File: src/swel_pkg.sv
// shared register map, field positions and state codes of the sleep wake-up logic
package swel_pkg;
  // register offsets on the plain register port
  localparam logic [7:0] ADDR_EXT_TIMER_CTRL = 8'h88;
  localparam logic [7:0] ADDR_RTC_CONFIG = 8'ha1;
  localparam logic [7:0] ADDR_LCD_PTR = 8'hac;
  localparam logic [7:0] ADDR_LCD_DATA = 8'hae;
  localparam logic [7:0] ADDR_PORT0_PULLUP = 8'hb2;
  localparam logic [7:0] ADDR_PORT1_PULLUP = 8'hb3;
  localparam logic [7:0] ADDR_PORT2_PULLUP = 8'hb4;
  localparam logic [7:0] ADDR_POWER_CTRL = 8'hc5;
  localparam logic [7:0] ADDR_WAKE_STATUS = 8'hd8;
  localparam logic [7:0] ADDR_WAKE_MASK = 8'hd9;
  localparam logic [7:0] ADDR_POWER_IRQ_EN = 8'hec;
  localparam logic [7:0] ADDR_DELTA_CONFIG = 8'hf3;
  localparam logic [7:0] ADDR_PERIPHERAL_CONFIGURATION_CONFIG = 8'hf4;
  localparam logic [7:0] ADDR_SCRATCH_BASE = 8'hfb;
  localparam logic [7:0] ADDR_WAKE_PINS = 8'hff;

  // field positions
  localparam int EXT_A_EDGE_BIT = 0;
  localparam int EXT_A_PEND_BIT = 1;
  localparam int EXT_B_EDGE_BIT = 2;
  localparam int EXT_B_PEND_BIT = 3;
  localparam int ALARM_EN_BIT = 1;
  localparam int SLEEP_ENTER_BIT = 4;
  localparam int SUPPLY_DELTA_EN_BIT = 2;
  localparam int TEMP_MEAS_EN_BIT = 3;
  localparam int RX_EDGE_FLAG_BIT = 7;
  localparam int RAIL_SOURCE_BIT = 6;
  localparam int LCD_SLEEP_EN_BIT = 5;
  localparam int RX_FIELD_LSB = 0;
  localparam int EXT_A_FIELD_BIT = 0;
  localparam int EXT_B_FIELD_LSB = 1;

  // wake status bit order, shared by status and mask registers
  localparam int WS_TEMP = 0;
  localparam int WS_SUPPLY_DELTA = 1;
  localparam int WS_SUPPLY_RESTORED = 2;
  localparam int WS_MIDNIGHT = 3;
  localparam int WS_ALARM = 4;
  localparam int WS_EXT_A = 5;
  localparam int WS_EXT_B = 6;
  localparam int WS_RX_EDGE = 7;

  // wake field codes
  localparam logic EXT_A_WAKE_CODE = 1'b1;
  localparam logic [1:0] EXT_B_WAKE_CODE = 2'b11;
  localparam logic [1:0] RX_WAKE_CODE = 2'b11;

  // sizes and reset values
  localparam int SCRATCH_NUM = 4;
  localparam int LCD_DEPTH = 16;
  localparam int LCD_AW = 4;
  localparam int PORT_NUM = 3;
  localparam logic [7:0] REG_RESET = 8'h00;
  localparam logic [7:0] PULLUP_RESET = 8'hff;

  typedef enum logic [1:0] {
    SWEL_AWAKE = 2'b00,
    SWEL_SLEEP = 2'b01,
    SWEL_WAKING = 2'b10
  } swel_state_t;
endpackage : swel_pkg

File: src/swel_mem_if.sv
// carrier between the control logic and the retained display memory
interface swel_mem_if;
  logic we;
  logic [3:0] addr;
  logic [7:0] wdata;
  logic [7:0] rdata;
  modport ctrl (output we, output addr, output wdata, input rdata);
  modport mem (input we, input addr, input wdata, output rdata);
endinterface : swel_mem_if

File: src/swel_top.sv
// always-on sleep entry, wake-up event collection and retained state
//
// What this block does
// - supply delta sets flag; wakes when enabled
// - supply restore always wakes, sets rail bit
// - midnight tick always wakes the core
// - pin A wakes on selected edge, pending untouched
// - pin B wakes on selected edge, field 11x
// - rx edge wakes when field 11, sets flag
// - reset pin low in sleep always wakes
// - display switchable in sleep, memory retained
// - four scratch registers survive sleep
// - pins become inputs in sleep, pull-ups kept
// - wake restarts core at reset vector
//
// The address-and-strobe port is this design's own decision.
module swel_top
  import swel_pkg::*;
(
  input wire logic clk_in,
  input wire logic nrst_in,
  input wire logic [7:0] addr_in,
  input wire logic [7:0] wdata_in,
  input wire logic wr_in,
  input wire logic rd_in,
  output logic [7:0] rdata_out,
  input wire logic temp_delta_in,
  input wire logic supply_delta_in,
  input wire logic supply_restored_event_in,
  input wire logic battery_switch_in,
  input wire logic midnight_in,
  input wire logic alarm_in,
  input wire logic ext_irq_a_pin_in,
  input wire logic ext_irq_b_pin_in,
  input wire logic rx_line_in,
  input wire logic ext_reset_n_in,
  input wire logic [23:0] core_io_oe_in,
  output logic [23:0] io_oe_out,
  output logic [23:0] pullup_en_out,
  output logic lcd_on_out,
  output logic core_run_out,
  output logic core_restart_out,
  output logic sleep_state_out,
  output logic power_mgmt_irq_out,
  output logic irq_out
);
  swel_mem_if mem_bus ();

  swel_mem u_mem (
    .clk_in(clk_in),
    .bus(mem_bus.mem)
  );

  // selected edge: sel high means falling, low means rising
  function automatic logic edge_hit(input logic prev, input logic cur, input logic sel);
    edge_hit = sel ? (prev & ~cur) : (~prev & cur);
  endfunction : edge_hit

  function automatic logic hit(input logic [7:0] a, input logic [7:0] target, input logic st);
    hit = st && (a == target);
  endfunction : hit

  // control and retained registers share one reset; sleep never touches them
  swel_state_t state_reg, state_next;
  logic [7:0] ext_ctrl_reg, ext_ctrl_next;
  logic [7:0] rtc_cfg_reg, rtc_cfg_next;
  logic [7:0] pwr_irq_en_reg, pwr_irq_en_next;
  logic [7:0] delta_cfg_reg, delta_cfg_next;
  logic [7:0] peripheral_configuration_reg, peripheral_configuration_next;
  logic [7:0] wake_pins_reg, wake_pins_next;
  logic [7:0] status_reg, status_next;
  logic [7:0] mask_reg, mask_next;
  logic [7:0] lcd_ptr_reg, lcd_ptr_next;
  logic [7:0] pullup_reg [PORT_NUM];
  logic [7:0] pullup_next [PORT_NUM];
  logic [7:0] scratch_reg [SCRATCH_NUM];
  logic [7:0] scratch_next [SCRATCH_NUM];
  logic [7:0] rdata_reg, rdata_next;
  logic mem_sel_reg, mem_sel_next;
  logic wake_req_reg, wake_req_next;
  logic ext_a_prev_reg, ext_b_prev_reg, rx_prev_reg;
  logic [7:0] events;
  logic ext_a_edge, ext_b_edge, rx_edge;
  logic sleeping;
  logic wake_any;

  // one decoded view of the state, shared by event gates and pin control
  assign sleeping = (state_reg == SWEL_SLEEP);

  // pin edge detection, inputs already synchronous to clk_in
  assign ext_a_edge = edge_hit(ext_a_prev_reg, ext_irq_a_pin_in, ext_ctrl_reg[EXT_A_EDGE_BIT]);
  assign ext_b_edge = edge_hit(ext_b_prev_reg, ext_irq_b_pin_in, ext_ctrl_reg[EXT_B_EDGE_BIT]);
  assign rx_edge = rx_prev_reg ^ rx_line_in; // either direction

  // raw events, each one latched as a sticky status bit
  always_comb begin
    events = 8'h00;
    events[WS_TEMP] = temp_delta_in && delta_cfg_reg[TEMP_MEAS_EN_BIT];
    events[WS_SUPPLY_DELTA] = supply_delta_in;
    events[WS_SUPPLY_RESTORED] = supply_restored_event_in;
    events[WS_MIDNIGHT] = midnight_in;
    events[WS_ALARM] = alarm_in && rtc_cfg_reg[ALARM_EN_BIT];
    // pin and rx sources only count while asleep; awake edges belong to the core
    events[WS_EXT_A] = sleeping && ext_a_edge
      && (wake_pins_reg[EXT_A_FIELD_BIT] == EXT_A_WAKE_CODE);
    events[WS_EXT_B] = sleeping && ext_b_edge
      && (wake_pins_reg[EXT_B_FIELD_LSB+1 +: 2] == EXT_B_WAKE_CODE);
    events[WS_RX_EDGE] = sleeping && rx_edge
      && (peripheral_configuration_reg[RX_FIELD_LSB +: 2] == RX_WAKE_CODE);
  end

  // combined wake: nonmaskable sources plus enabled maskable ones
  always_comb begin
    wake_any = status_reg[WS_SUPPLY_RESTORED] || status_reg[WS_MIDNIGHT];
    // temperature and alarm are already gated where their events are formed
    wake_any = wake_any || status_reg[WS_TEMP] || status_reg[WS_ALARM];
    wake_any = wake_any || (status_reg[WS_SUPPLY_DELTA]
      && pwr_irq_en_reg[SUPPLY_DELTA_EN_BIT]);
    wake_any = wake_any || status_reg[WS_EXT_A] || status_reg[WS_EXT_B];
    wake_any = wake_any || status_reg[WS_RX_EDGE];
    // a flag left set before sleeping wakes at once, so firmware must clear it
    wake_any = wake_any || !ext_reset_n_in;
    // registering the request costs a cycle but keeps pin glitches off the state
    wake_req_next = sleeping && wake_any;
  end

  // register writes and status updates; a new event beats a clear
  always_comb begin
    ext_ctrl_next = ext_ctrl_reg;
    rtc_cfg_next = rtc_cfg_reg;
    pwr_irq_en_next = pwr_irq_en_reg;
    delta_cfg_next = delta_cfg_reg;
    peripheral_configuration_next = peripheral_configuration_reg;
    wake_pins_next = wake_pins_reg;
    status_next = status_reg;
    mask_next = mask_reg;
    lcd_ptr_next = lcd_ptr_reg;
    pullup_next = pullup_reg;
    scratch_next = scratch_reg;
    if (hit(addr_in, ADDR_EXT_TIMER_CTRL, wr_in)) begin
      ext_ctrl_next = wdata_in;
    end
    if (hit(addr_in, ADDR_RTC_CONFIG, wr_in)) begin
      rtc_cfg_next = wdata_in;
    end
    if (hit(addr_in, ADDR_POWER_IRQ_EN, wr_in)) begin
      pwr_irq_en_next = wdata_in;
    end
    if (hit(addr_in, ADDR_DELTA_CONFIG, wr_in)) begin
      delta_cfg_next = wdata_in;
    end
    if (hit(addr_in, ADDR_WAKE_PINS, wr_in)) begin
      wake_pins_next = wdata_in;
    end
    if (hit(addr_in, ADDR_WAKE_MASK, wr_in)) begin
      mask_next = wdata_in;
    end
    if (hit(addr_in, ADDR_LCD_PTR, wr_in)) begin
      lcd_ptr_next = wdata_in;
    end
    // rail source bit is read-only, rx edge flag is write-one-to-clear
    if (hit(addr_in, ADDR_PERIPHERAL_CONFIGURATION_CONFIG, wr_in)) begin
      peripheral_configuration_next[5:0] = wdata_in[5:0];
      if (wdata_in[RX_EDGE_FLAG_BIT]) begin
        peripheral_configuration_next[RX_EDGE_FLAG_BIT] = 1'b0;
      end
    end
    if (hit(addr_in, ADDR_WAKE_STATUS, wr_in)) begin
      status_next = status_reg & ~wdata_in;
    end
    // pull-up and scratch banks decode as runs of adjacent offsets
    for (int p = 0; p < PORT_NUM; p++) begin
      if (hit(addr_in, ADDR_PORT0_PULLUP + 8'(p), wr_in)) begin
        pullup_next[p] = wdata_in;
      end
    end
    for (int s = 0; s < SCRATCH_NUM; s++) begin
      if (hit(addr_in, ADDR_SCRATCH_BASE + 8'(s), wr_in)) begin
        scratch_next[s] = wdata_in;
      end
    end
    // standard pending flags only follow the pins while awake
    if (!sleeping && ext_a_edge) begin
      ext_ctrl_next[EXT_A_PEND_BIT] = 1'b1;
    end
    if (!sleeping && ext_b_edge) begin
      ext_ctrl_next[EXT_B_PEND_BIT] = 1'b1;
    end
    // events merge after the write, so a same-cycle clear never loses one
    status_next = status_next | events;
    if (events[WS_RX_EDGE]) begin
      peripheral_configuration_next[RX_EDGE_FLAG_BIT] = 1'b1;
    end
    // battery switch clears the rail bit; a coincident restore still wins
    if (battery_switch_in) begin
      peripheral_configuration_next[RAIL_SOURCE_BIT] = 1'b0;
    end
    if (supply_restored_event_in) begin
      peripheral_configuration_next[RAIL_SOURCE_BIT] = 1'b1;
    end
  end

  // power state: sleep on firmware request, restart through the reset vector
  always_comb begin
    state_next = state_reg;
    case (state_reg)
      SWEL_AWAKE: begin
        if (hit(addr_in, ADDR_POWER_CTRL, wr_in) && wdata_in[SLEEP_ENTER_BIT]) begin
          state_next = SWEL_SLEEP;
        end
      end
      SWEL_SLEEP: begin
        if (wake_req_reg) begin
          state_next = SWEL_WAKING;
        end
      end
      // one restart cycle, so the core always leaves through its reset vector
      SWEL_WAKING: begin
        state_next = SWEL_AWAKE;
      end
      default: begin
        state_next = SWEL_AWAKE;
      end
    endcase
  end

  // read path: one cycle after the strobe, unmapped offsets read zero
  always_comb begin
    rdata_next = 8'h00;
    // display reads come from the memory's own register, selected a cycle late
    mem_sel_next = hit(addr_in, ADDR_LCD_DATA, rd_in);
    if (rd_in) begin
      case (addr_in)
        ADDR_EXT_TIMER_CTRL: rdata_next = ext_ctrl_reg;
        ADDR_RTC_CONFIG: rdata_next = rtc_cfg_reg;
        ADDR_LCD_PTR: rdata_next = lcd_ptr_reg;
        ADDR_PORT0_PULLUP: rdata_next = pullup_reg[0];
        ADDR_PORT1_PULLUP: rdata_next = pullup_reg[1];
        ADDR_PORT2_PULLUP: rdata_next = pullup_reg[2];
        ADDR_POWER_CTRL: rdata_next = 8'h00;
        ADDR_WAKE_STATUS: rdata_next = status_reg;
        ADDR_WAKE_MASK: rdata_next = mask_reg;
        ADDR_POWER_IRQ_EN: rdata_next = pwr_irq_en_reg;
        ADDR_DELTA_CONFIG: rdata_next = delta_cfg_reg;
        ADDR_PERIPHERAL_CONFIGURATION_CONFIG: rdata_next = peripheral_configuration_reg;
        ADDR_WAKE_PINS: rdata_next = wake_pins_reg;
        default: begin
          for (int s = 0; s < SCRATCH_NUM; s++) begin
            if (addr_in == ADDR_SCRATCH_BASE + 8'(s)) begin
              rdata_next = scratch_reg[s];
            end
          end
        end
      endcase
    end
  end

  // display memory: written and read at the pointer, never cleared
  assign mem_bus.we = hit(addr_in, ADDR_LCD_DATA, wr_in);
  assign mem_bus.addr = lcd_ptr_reg[LCD_AW-1:0];
  assign mem_bus.wdata = wdata_in;

  // single reset: scratch and config are not touched by sleep, only by nrst_in
  always_ff @(posedge clk_in or negedge nrst_in) begin
    if (!nrst_in) begin
      state_reg <= SWEL_AWAKE;
      ext_ctrl_reg <= REG_RESET;
      rtc_cfg_reg <= REG_RESET;
      pwr_irq_en_reg <= REG_RESET;
      delta_cfg_reg <= REG_RESET;
      peripheral_configuration_reg <= REG_RESET;
      wake_pins_reg <= REG_RESET;
      status_reg <= REG_RESET;
      mask_reg <= REG_RESET;
      lcd_ptr_reg <= REG_RESET;
      rdata_reg <= REG_RESET;
      mem_sel_reg <= 1'b0;
      wake_req_reg <= 1'b0;
      ext_a_prev_reg <= 1'b0;
      ext_b_prev_reg <= 1'b0;
      // receive line idles high; a low reset value would fake an edge
      rx_prev_reg <= 1'b1;
      for (int p = 0; p < PORT_NUM; p++) begin
        pullup_reg[p] <= PULLUP_RESET;
      end
      for (int s = 0; s < SCRATCH_NUM; s++) begin
        scratch_reg[s] <= REG_RESET;
      end
    end else begin
      state_reg <= state_next;
      ext_ctrl_reg <= ext_ctrl_next;
      rtc_cfg_reg <= rtc_cfg_next;
      pwr_irq_en_reg <= pwr_irq_en_next;
      delta_cfg_reg <= delta_cfg_next;
      peripheral_configuration_reg <= peripheral_configuration_next;
      wake_pins_reg <= wake_pins_next;
      status_reg <= status_next;
      mask_reg <= mask_next;
      lcd_ptr_reg <= lcd_ptr_next;
      rdata_reg <= rdata_next;
      mem_sel_reg <= mem_sel_next;
      wake_req_reg <= wake_req_next;
      ext_a_prev_reg <= ext_irq_a_pin_in;
      ext_b_prev_reg <= ext_irq_b_pin_in;
      rx_prev_reg <= rx_line_in;
      pullup_reg <= pullup_next;
      scratch_reg <= scratch_next;
    end
  end

  // pin control: sleep forces every pin to input, pull-ups stay as set
  genvar g;
  generate
    for (g = 0; g < PORT_NUM; g++) begin : g_port
      assign pullup_en_out[g*8 +: 8] = pullup_reg[g];
      assign io_oe_out[g*8 +: 8] = sleeping ? 8'h00 : core_io_oe_in[g*8 +: 8];
    end
  endgenerate

  assign rdata_out = mem_sel_reg ? mem_bus.rdata : rdata_reg;
  assign lcd_on_out = !sleeping || peripheral_configuration_reg[LCD_SLEEP_EN_BIT];
  assign core_run_out = (state_reg == SWEL_AWAKE);
  assign core_restart_out = (state_reg == SWEL_WAKING);
  assign sleep_state_out = sleeping;
  // power irq: gated supply delta or an unconditional restore
  assign power_mgmt_irq_out = (status_reg[WS_SUPPLY_DELTA] && pwr_irq_en_reg[SUPPLY_DELTA_EN_BIT])
    || status_reg[WS_SUPPLY_RESTORED];
  // the mask only gates this line, never the wake request
  assign irq_out = |(status_reg & mask_reg);
endmodule : swel_top

File: src/swel_mem.sv
// retained display data memory with registered read data
module swel_mem
  import swel_pkg::*;
(
  input wire logic clk_in,
  swel_mem_if.mem bus
);
  // no reset on the array: contents survive sleep and core restarts
  logic [7:0] store [LCD_DEPTH];
  logic [7:0] rdata_reg;

  always_ff @(posedge clk_in) begin
    if (bus.we) begin
      store[bus.addr] <= bus.wdata;
    end
    rdata_reg <= store[bus.addr];
  end

  assign bus.rdata = rdata_reg;
endmodule : swel_mem

File: config.mk
export PLATFORM = sky130hd
export DESIGN_NAME = swel_top
export DESIGN_NICKNAME = d
export VERILOG_FILES = /design/src/swel_pkg.sv /design/src/swel_mem_if.sv /design/src/swel_top.sv /design/src/swel_mem.sv
export SDC_FILE = /design/constraint.sdc
export NUM_CORES = 1
export LEC_CHECK = 0
export ABC_AREA = 0
export BUFFER_PORTS_ARGS = -buffer_cell sky130_fd_sc_hd__buf_2
export CAP_MARGIN = 20
export CORE_AREA = 2 2 230 232
export CTS_CLUSTER_SIZE = 30
export DETAILED_ROUTE_END_ITERATION = 8
export DIE_AREA = 0 0 232 234
export GPL_ROUTABILITY_DRIVEN = 0
export MAX_ROUTING_LAYER = met4
export RECOVER_POWER = 50
export SYNTH_ARGS = -nofsm -noshare
export SYNTH_HDL_FRONTEND = slang
export SYNTH_HIERARCHICAL = 1
export SYNTH_SLANG_ARGS = --single-unit
File: constraint.sdc
create_clock -name clk_in -period 2 [get_ports clk_in]
set_input_delay 0.2 -clock clk_in [delete_from_list [all_inputs] [get_ports clk_in]]
set_output_delay 0.2 -clock clk_in [all_outputs]
set_load 0.02 [all_outputs]
Yosys cells after proc, flatten, opt, wreduce, memory -nomap -nowiden
Memory sizes are Yosys's and may differ from the RTL's. A register that Yosys moved wholly into a read port is not among the register bits.
Cells that the tools add are included.
Widths: inputs -> output; s select.

word-level totals
  bits in writable memories = 128
  memories = 1
  bits in registers = 143
  output and inout port bits = 62
  logic and storage cells = 144
  input port bits = 54

memories
  name         depth  width  rd ports  clocked after memory_dff  wr ports  line           text
  u_mem.store  16     8      1         1                         1         swel_mem.sv:9  logic [7:0] store [LCD_DEPTH];

operators by class
  mux-type cells = 26
  eq/ne operators = 24
  reductions and logical operators = 53
  bitwise logic cells = 13

operator list
  cell                number
  $eq 8x8->1 const B  18
  $pmux 8 s13         1
  $mux 8              10
  $logic_and 1x1->1   32
  $and 8x8->8         2
  $mux 1              11
  $logic_or 1x1->1    10
  $reduce_bool 2->1   5
  $not 8->8           1
  $or 8x8->8          1
  $reduce_or 8->1     1
  $eq 2x2->1 const B  3
  $and 1x1->1         4
  $mux 2              2
  $mux 4              1
  $not 1->1           4
  $pmux 2 s2          1
  $reduce_and 2->1    2
  $eq 2x1->1 const B  1
  $logic_not 1->1     2
  $logic_not 2->1     1
  $ne 2x1->1 const B  1
  $ne 2x2->1 const B  1
  $xor 1x1->1         1

Longest topological paths before layout
  depth in word-level cells = 9
  depth in mapped cells = 7
  depth with buffers taken out = 4

Modules after synthesis
The synthesis kept the hierarchy.

modules (own cells, without submodules)
  module    cells each  sequential area each (µm²)  area each (µm²)  times used
  swel_top  624         3609.7                      7262.0           1
  swel_mem  230         4003.8                      5067.4           1

Worst setup path after synthesis
No wires, ideal clock.

  path type = in2reg
  start = in addr_in[1]
  end = mem u_mem.store[0][0] (enable)
  arrival = 2.287 ns
  path buffers = 2
  data required time = 1.617 ns
  stages on the path = 6
  path slack = -0.671 ns
  setup time = 0.383 ns
  cells stage by stage = clkbuf_1 -> nand2b_1 -> clkbuf_1 -> nor4_1 -> or3b_2 -> nor3_1

on the way
  cells in the longest elaborated chain, start to end = 4

ends and longest elaborated chain
  element                       line              text
  from (decl)                   swel_top.sv:22    input wire logic [7:0] addr_in,
  $eq 8x8->1                    swel_top.sv:60    hit = st && (a == target);
  $logic_and 1x1->1             swel_top.sv:60
  net mem_bus.we                swel_mem_if.sv:3  logic we;
  $mux 1                        swel_mem.sv:13    if (bus.we) begin
  $mux 1 (not written as such)  swel_mem.sv:14    store[bus.addr] <= bus.wdata;
  to (decl)                     swel_mem.sv:9

The timed path passes the listed nets, and every way through them passes these cells.

Worst setup path in the final report
  start = in addr_in[0]
  end = reg rdata_reg[7]

on the way
  cells in the longest elaborated chain, start to end = 7
  elaborated cells on any way between the ends = 23
  those cells by class = 17 x eq/ne; 6 x mux

ends and longest elaborated chain
  element               line             text
  $eq 8x8->1            swel_top.sv:249  if (addr_in == ADDR_SCRATCH_BASE + 8'(s)) begin
  $mux 8 (4 in a row)   swel_top.sv:249
  $pmux 8 s13 (*)       swel_top.sv:233  case (addr_in)
  $mux 8 (*)            swel_top.sv:232  if (rd_in) begin
  net rdata_next[7]     swel_top.sv:78   logic [7:0] rdata_reg, rdata_next;
  to (signal assigned)  swel_top.sv:300  rdata_reg <= rdata_next;
  to (decl)             swel_top.sv:78

The timed path passes the listed nets; every way through them passes the cells marked *.
A chain may end at the register's enable or synchronous reset.

==> results.sh <==
export IMPL_dp_hpwl_mm=25.0
export IMPL_io_buffers=115
export IMPL_grt_pass1_vias=8397
export IMPL_synth_warning_count=6
export IMPL_p_leak_nw=6.08
export IMPL_netlist_top_cells_area="edfxtp_1 (31%), dfrtp_1 (24%), mux2_2 (11%)"
export IMPL_cap_viol_max_count=5
export IMPL_wire_per_inst_microns=20.1
export IMPL_viasPerCell=4.69
export IMPL_yosysMostFrequentCell="edfxtp_1"
export IMPL_cp_end_kind="register"
export IMPL_grt_pass1_wl_mm=53.5
export IMPL_pwr_share_comb_pct=8.2
export IMPL_die_area_sq_um=54300
export IMPL_fp_dieH_microns=234
export IMPL_syn_num_nets=908
export IMPL_htree_levels=1
export IMPL_crit_buf_inv=3
export IMPL_cpPeakStageDelay_ns=0.75
export IMPL_crit_chain="clkbuf_1, buf_4, buf_4, mux2i_1, nor4_1, a2111oi_0, a41oi_1"
export IMPL_cts_tree="done"
export IMPL_clock_sinks=279
export IMPL_cp_arrival_ns=2.37
export IMPL_finalPower_mw=12.7
export IMPL_yosys_most_used_dff="edfxtp_1"
export IMPL_area_delta_synth_final_pct=25.5
export IMPL_period_share_pct=101
export IMPL_postSynthCellCount=854
export IMPL_final_min_clock_period_ns=2.02
export IMPL_clockPowerShare_pct=41.9
export IMPL_critPathLaunchType="input port"
export IMPL_nets=1103
export IMPL_stdcell_count=1762
export IMPL_worstSetupStartpoint="addr_in[0]"
export IMPL_async_reset_ff_share_pct=51.3
export IMPL_largest_reg_flops=128
export IMPL_rows=84
export IMPL_core_sq_um=52000
export IMPL_drc_errors=0
export IMPL_clock_tree_buffer_depth=3
export IMPL_fill_cells=5192
export IMPL_die_x_microns=232
export IMPL_setup_violations=1
export IMPL_crit_path_frequent_cell="buf_4"
export IMPL_antenna_left=0
export IMPL_tightest_slew_ns=1.91
export IMPL_yosys_area_top_type_share_pct=31.2
export IMPL_r2r_start="status_reg[7]"
export IMPL_gr_total_overflow=0
export IMPL_seqPwrFrac_pct=49.9
export IMPL_clk_pin_slew_ns=0.06
export IMPL_crit_fanout=9
export IMPL_drt_pass1_iterations=5
export IMPL_hold_class="in -> reg"
export IMPL_ir_drop_mv=0.560
export IMPL_drv_slew=154
export IMPL_slew_headroom_pct=-27.1
export IMPL_worst_slack_ns=-0.0206
export IMPL_cp_top_family="compound AO/OA/AOI/OAI gates"
export IMPL_violations="capacitance limit, slew limit, setup timing"
export IMPL_ios=116
export IMPL_status="finished with violations"
export IMPL_synth_area_sq_um=12300
export IMPL_yosysTopAreaCell="edfxtp_1"
export IMPL_drt_iter0_drc=655
export IMPL_worstSetupPathType="in -> reg"
export IMPL_netlist_top_cells_count="edfxtp_1 (128), mux2_2 (122), dfrtp_1 (118)"
export IMPL_hold_slack_ns=0.0570
export IMPL_required_ns=2.35
export IMPL_switching_share_pct=23.1
export IMPL_fin_util_pct=29.8
export IMPL_grt_max_degree=48
export IMPL_crit_slowest_cell="a2111oi_0"
export IMPL_max_freq_mhz=495
export IMPL_pwr_density_cell_nw_per_um2=818
export IMPL_syn_area_per_cell_sq_um=14.4
export IMPL_dp_cells=1695
export IMPL_hold_viol=0
export IMPL_p_int_mw=9.73
export IMPL_hold_path_startpoint="ext_reset_n_in"
export IMPL_gr_usage_all_layers_pct=13.3
export IMPL_root_buffer="clkbuf_16"
export IMPL_initial_core_util_pct=23.7
export IMPL_grt_setup_unrepaired="no"
export IMPL_p_switching_mw=2.93
export IMPL_drive_above_1_share_pct=41.2
export IMPL_yosys_cell_types_count=62
export IMPL_vias=8268
export IMPL_synth_edf_count=128
export IMPL_antenna_found_initial=2
export IMPL_wirelength_mm=35.4
export IMPL_synth_seq_cells=279
export IMPL_clk_latency_ns=0.55
export IMPL_synth_seq_area_share_pct=61.8
export IMPL_fin_skew_ns=0.0248
export IMPL_cts_made_buffers=29
## cells by family (layout without fill, tap and decap cells)
logic type	Yosys count	count (layout)	share of synthesized area, %
xor gates and xnor gates	1	1	0.0711
AOI/OAI and AO/OA	107	107	6.62
buffers and inverters	87	305	3.07
muxes	169	169	18.3
other	0	2	0
DFF	279	279	61.8
and+or+nand+nor	211	211	10.2
## routing by layer
metal  up-vias  share of wire, %  track usage, %
met5         -                 0               -
met2       273                47            20.7
met4         0               2.2            3.41
met3        61               5.4            1.76
met1      4246                45            18.2
li1       3688                 -               -
## path summary, 6_finish.rpt
check / to / slack (ns) / cells after the start
hold reg to reg: peripheral_configuration_reg[7] / 0.50 / 1
max in group asynchronous: rtc_cfg_reg[1] / 0.34 / 3
min in group asynchronous: delta_cfg_reg[1] / 0.49 / 2
hold / removal: wake_req_reg / 0.06 / 4
setup / recovery: rdata_reg[7] / -0.02 / 7
setup reg to reg: rdata_reg[7] / 0 / 4
## through the flow
| stage | setup TNS, ns | setup WS, ns | area (sq um) |
|---|---|---|---|
| finish | -0.0206 | -0.0206 | 15500 |
| global route | 0 | 0.0156 | 15500 |
| CTS | 0 | 0.0419 | 15500 |
| global placement | -4.90 | -0.225 | 14500 |
| floorplan | -4.64 | -0.172 | 12400 |
| detailed placement | -13.02 | -0.288 | 14500 |
## power groups by stage
stage | combinational (mW) | sequential (mW) | clock, mW
CTS | 1.06 | 6.31 | 5.45
global placement | 1.02 | 6.41 | 0
finish | 1.04 | 6.31 | 5.30
detailed placement | 1.04 | 6.41 | 0
floorplan | 0.534 | 6.41 | 0
global route | 1.13 | 6.33 | 5.67
## cells in the final DEF, fill, tap and decap left out, types with 6 or more instances in the layout
cell,instances
buf_12,16
and2_1,28
a22oi_1,21
inv_1,27
nand3b_1,7
clkbuf_16,29
clkinv_1,6
a41oi_1,7
dlygate4sd3_1,11
and4_1,6
a21o_1,10
a211oi_1,7
nor4_1,19
mux4_2,32
nor3_1,29
buf_4,69
dfrtp_1,115
o21ai_0,14
nor2_1,8
nor2_2,14
nand2_1,31
mux2_2,122
edfxtp_1,128
o22ai_1,8
clkbuf_1,29
o2111ai_1,8
mux2i_1,13
a22o_1,11
dfxtp_1,8
buf_2,101
dfstp_2,25
a32o_1,6
nand2b_1,8
nand3_1,17
## cell type report
type / instances / area (sq um) / share of cell area (%)
Clock inverter: 17 / 163 / 1.05
Sequential cell: 279 / 7620 / 49.2
Antenna cell: 2 / 5.00 / 0.0323
Clock buffer: 37 / 776 / 5.01
Tap cell: 688 / 861 / 5.56
Multi-Input combinational cell: 488 / 4390 / 28.4
Inverter: 28 / 105 / 0.679
Timing Repair Buffer: 223 / 1560 / 10.1
## tightest hold or removal path: stages
cell and delay [ns]:
buf_2 0.10, nand2b_1 0.06, nor4_1 0.04, a21oi_1 0.13
## repair_timing
action                     in CTS  in global routing
resized for setup               4                  1
hold endpoints to repair       54                  0
setup endpoints to repair      26                  1
gates cloned                    0                  0
buffers inserted                0                  0
hold buffers                   11                  0
(Power assumes the default switching activity.)
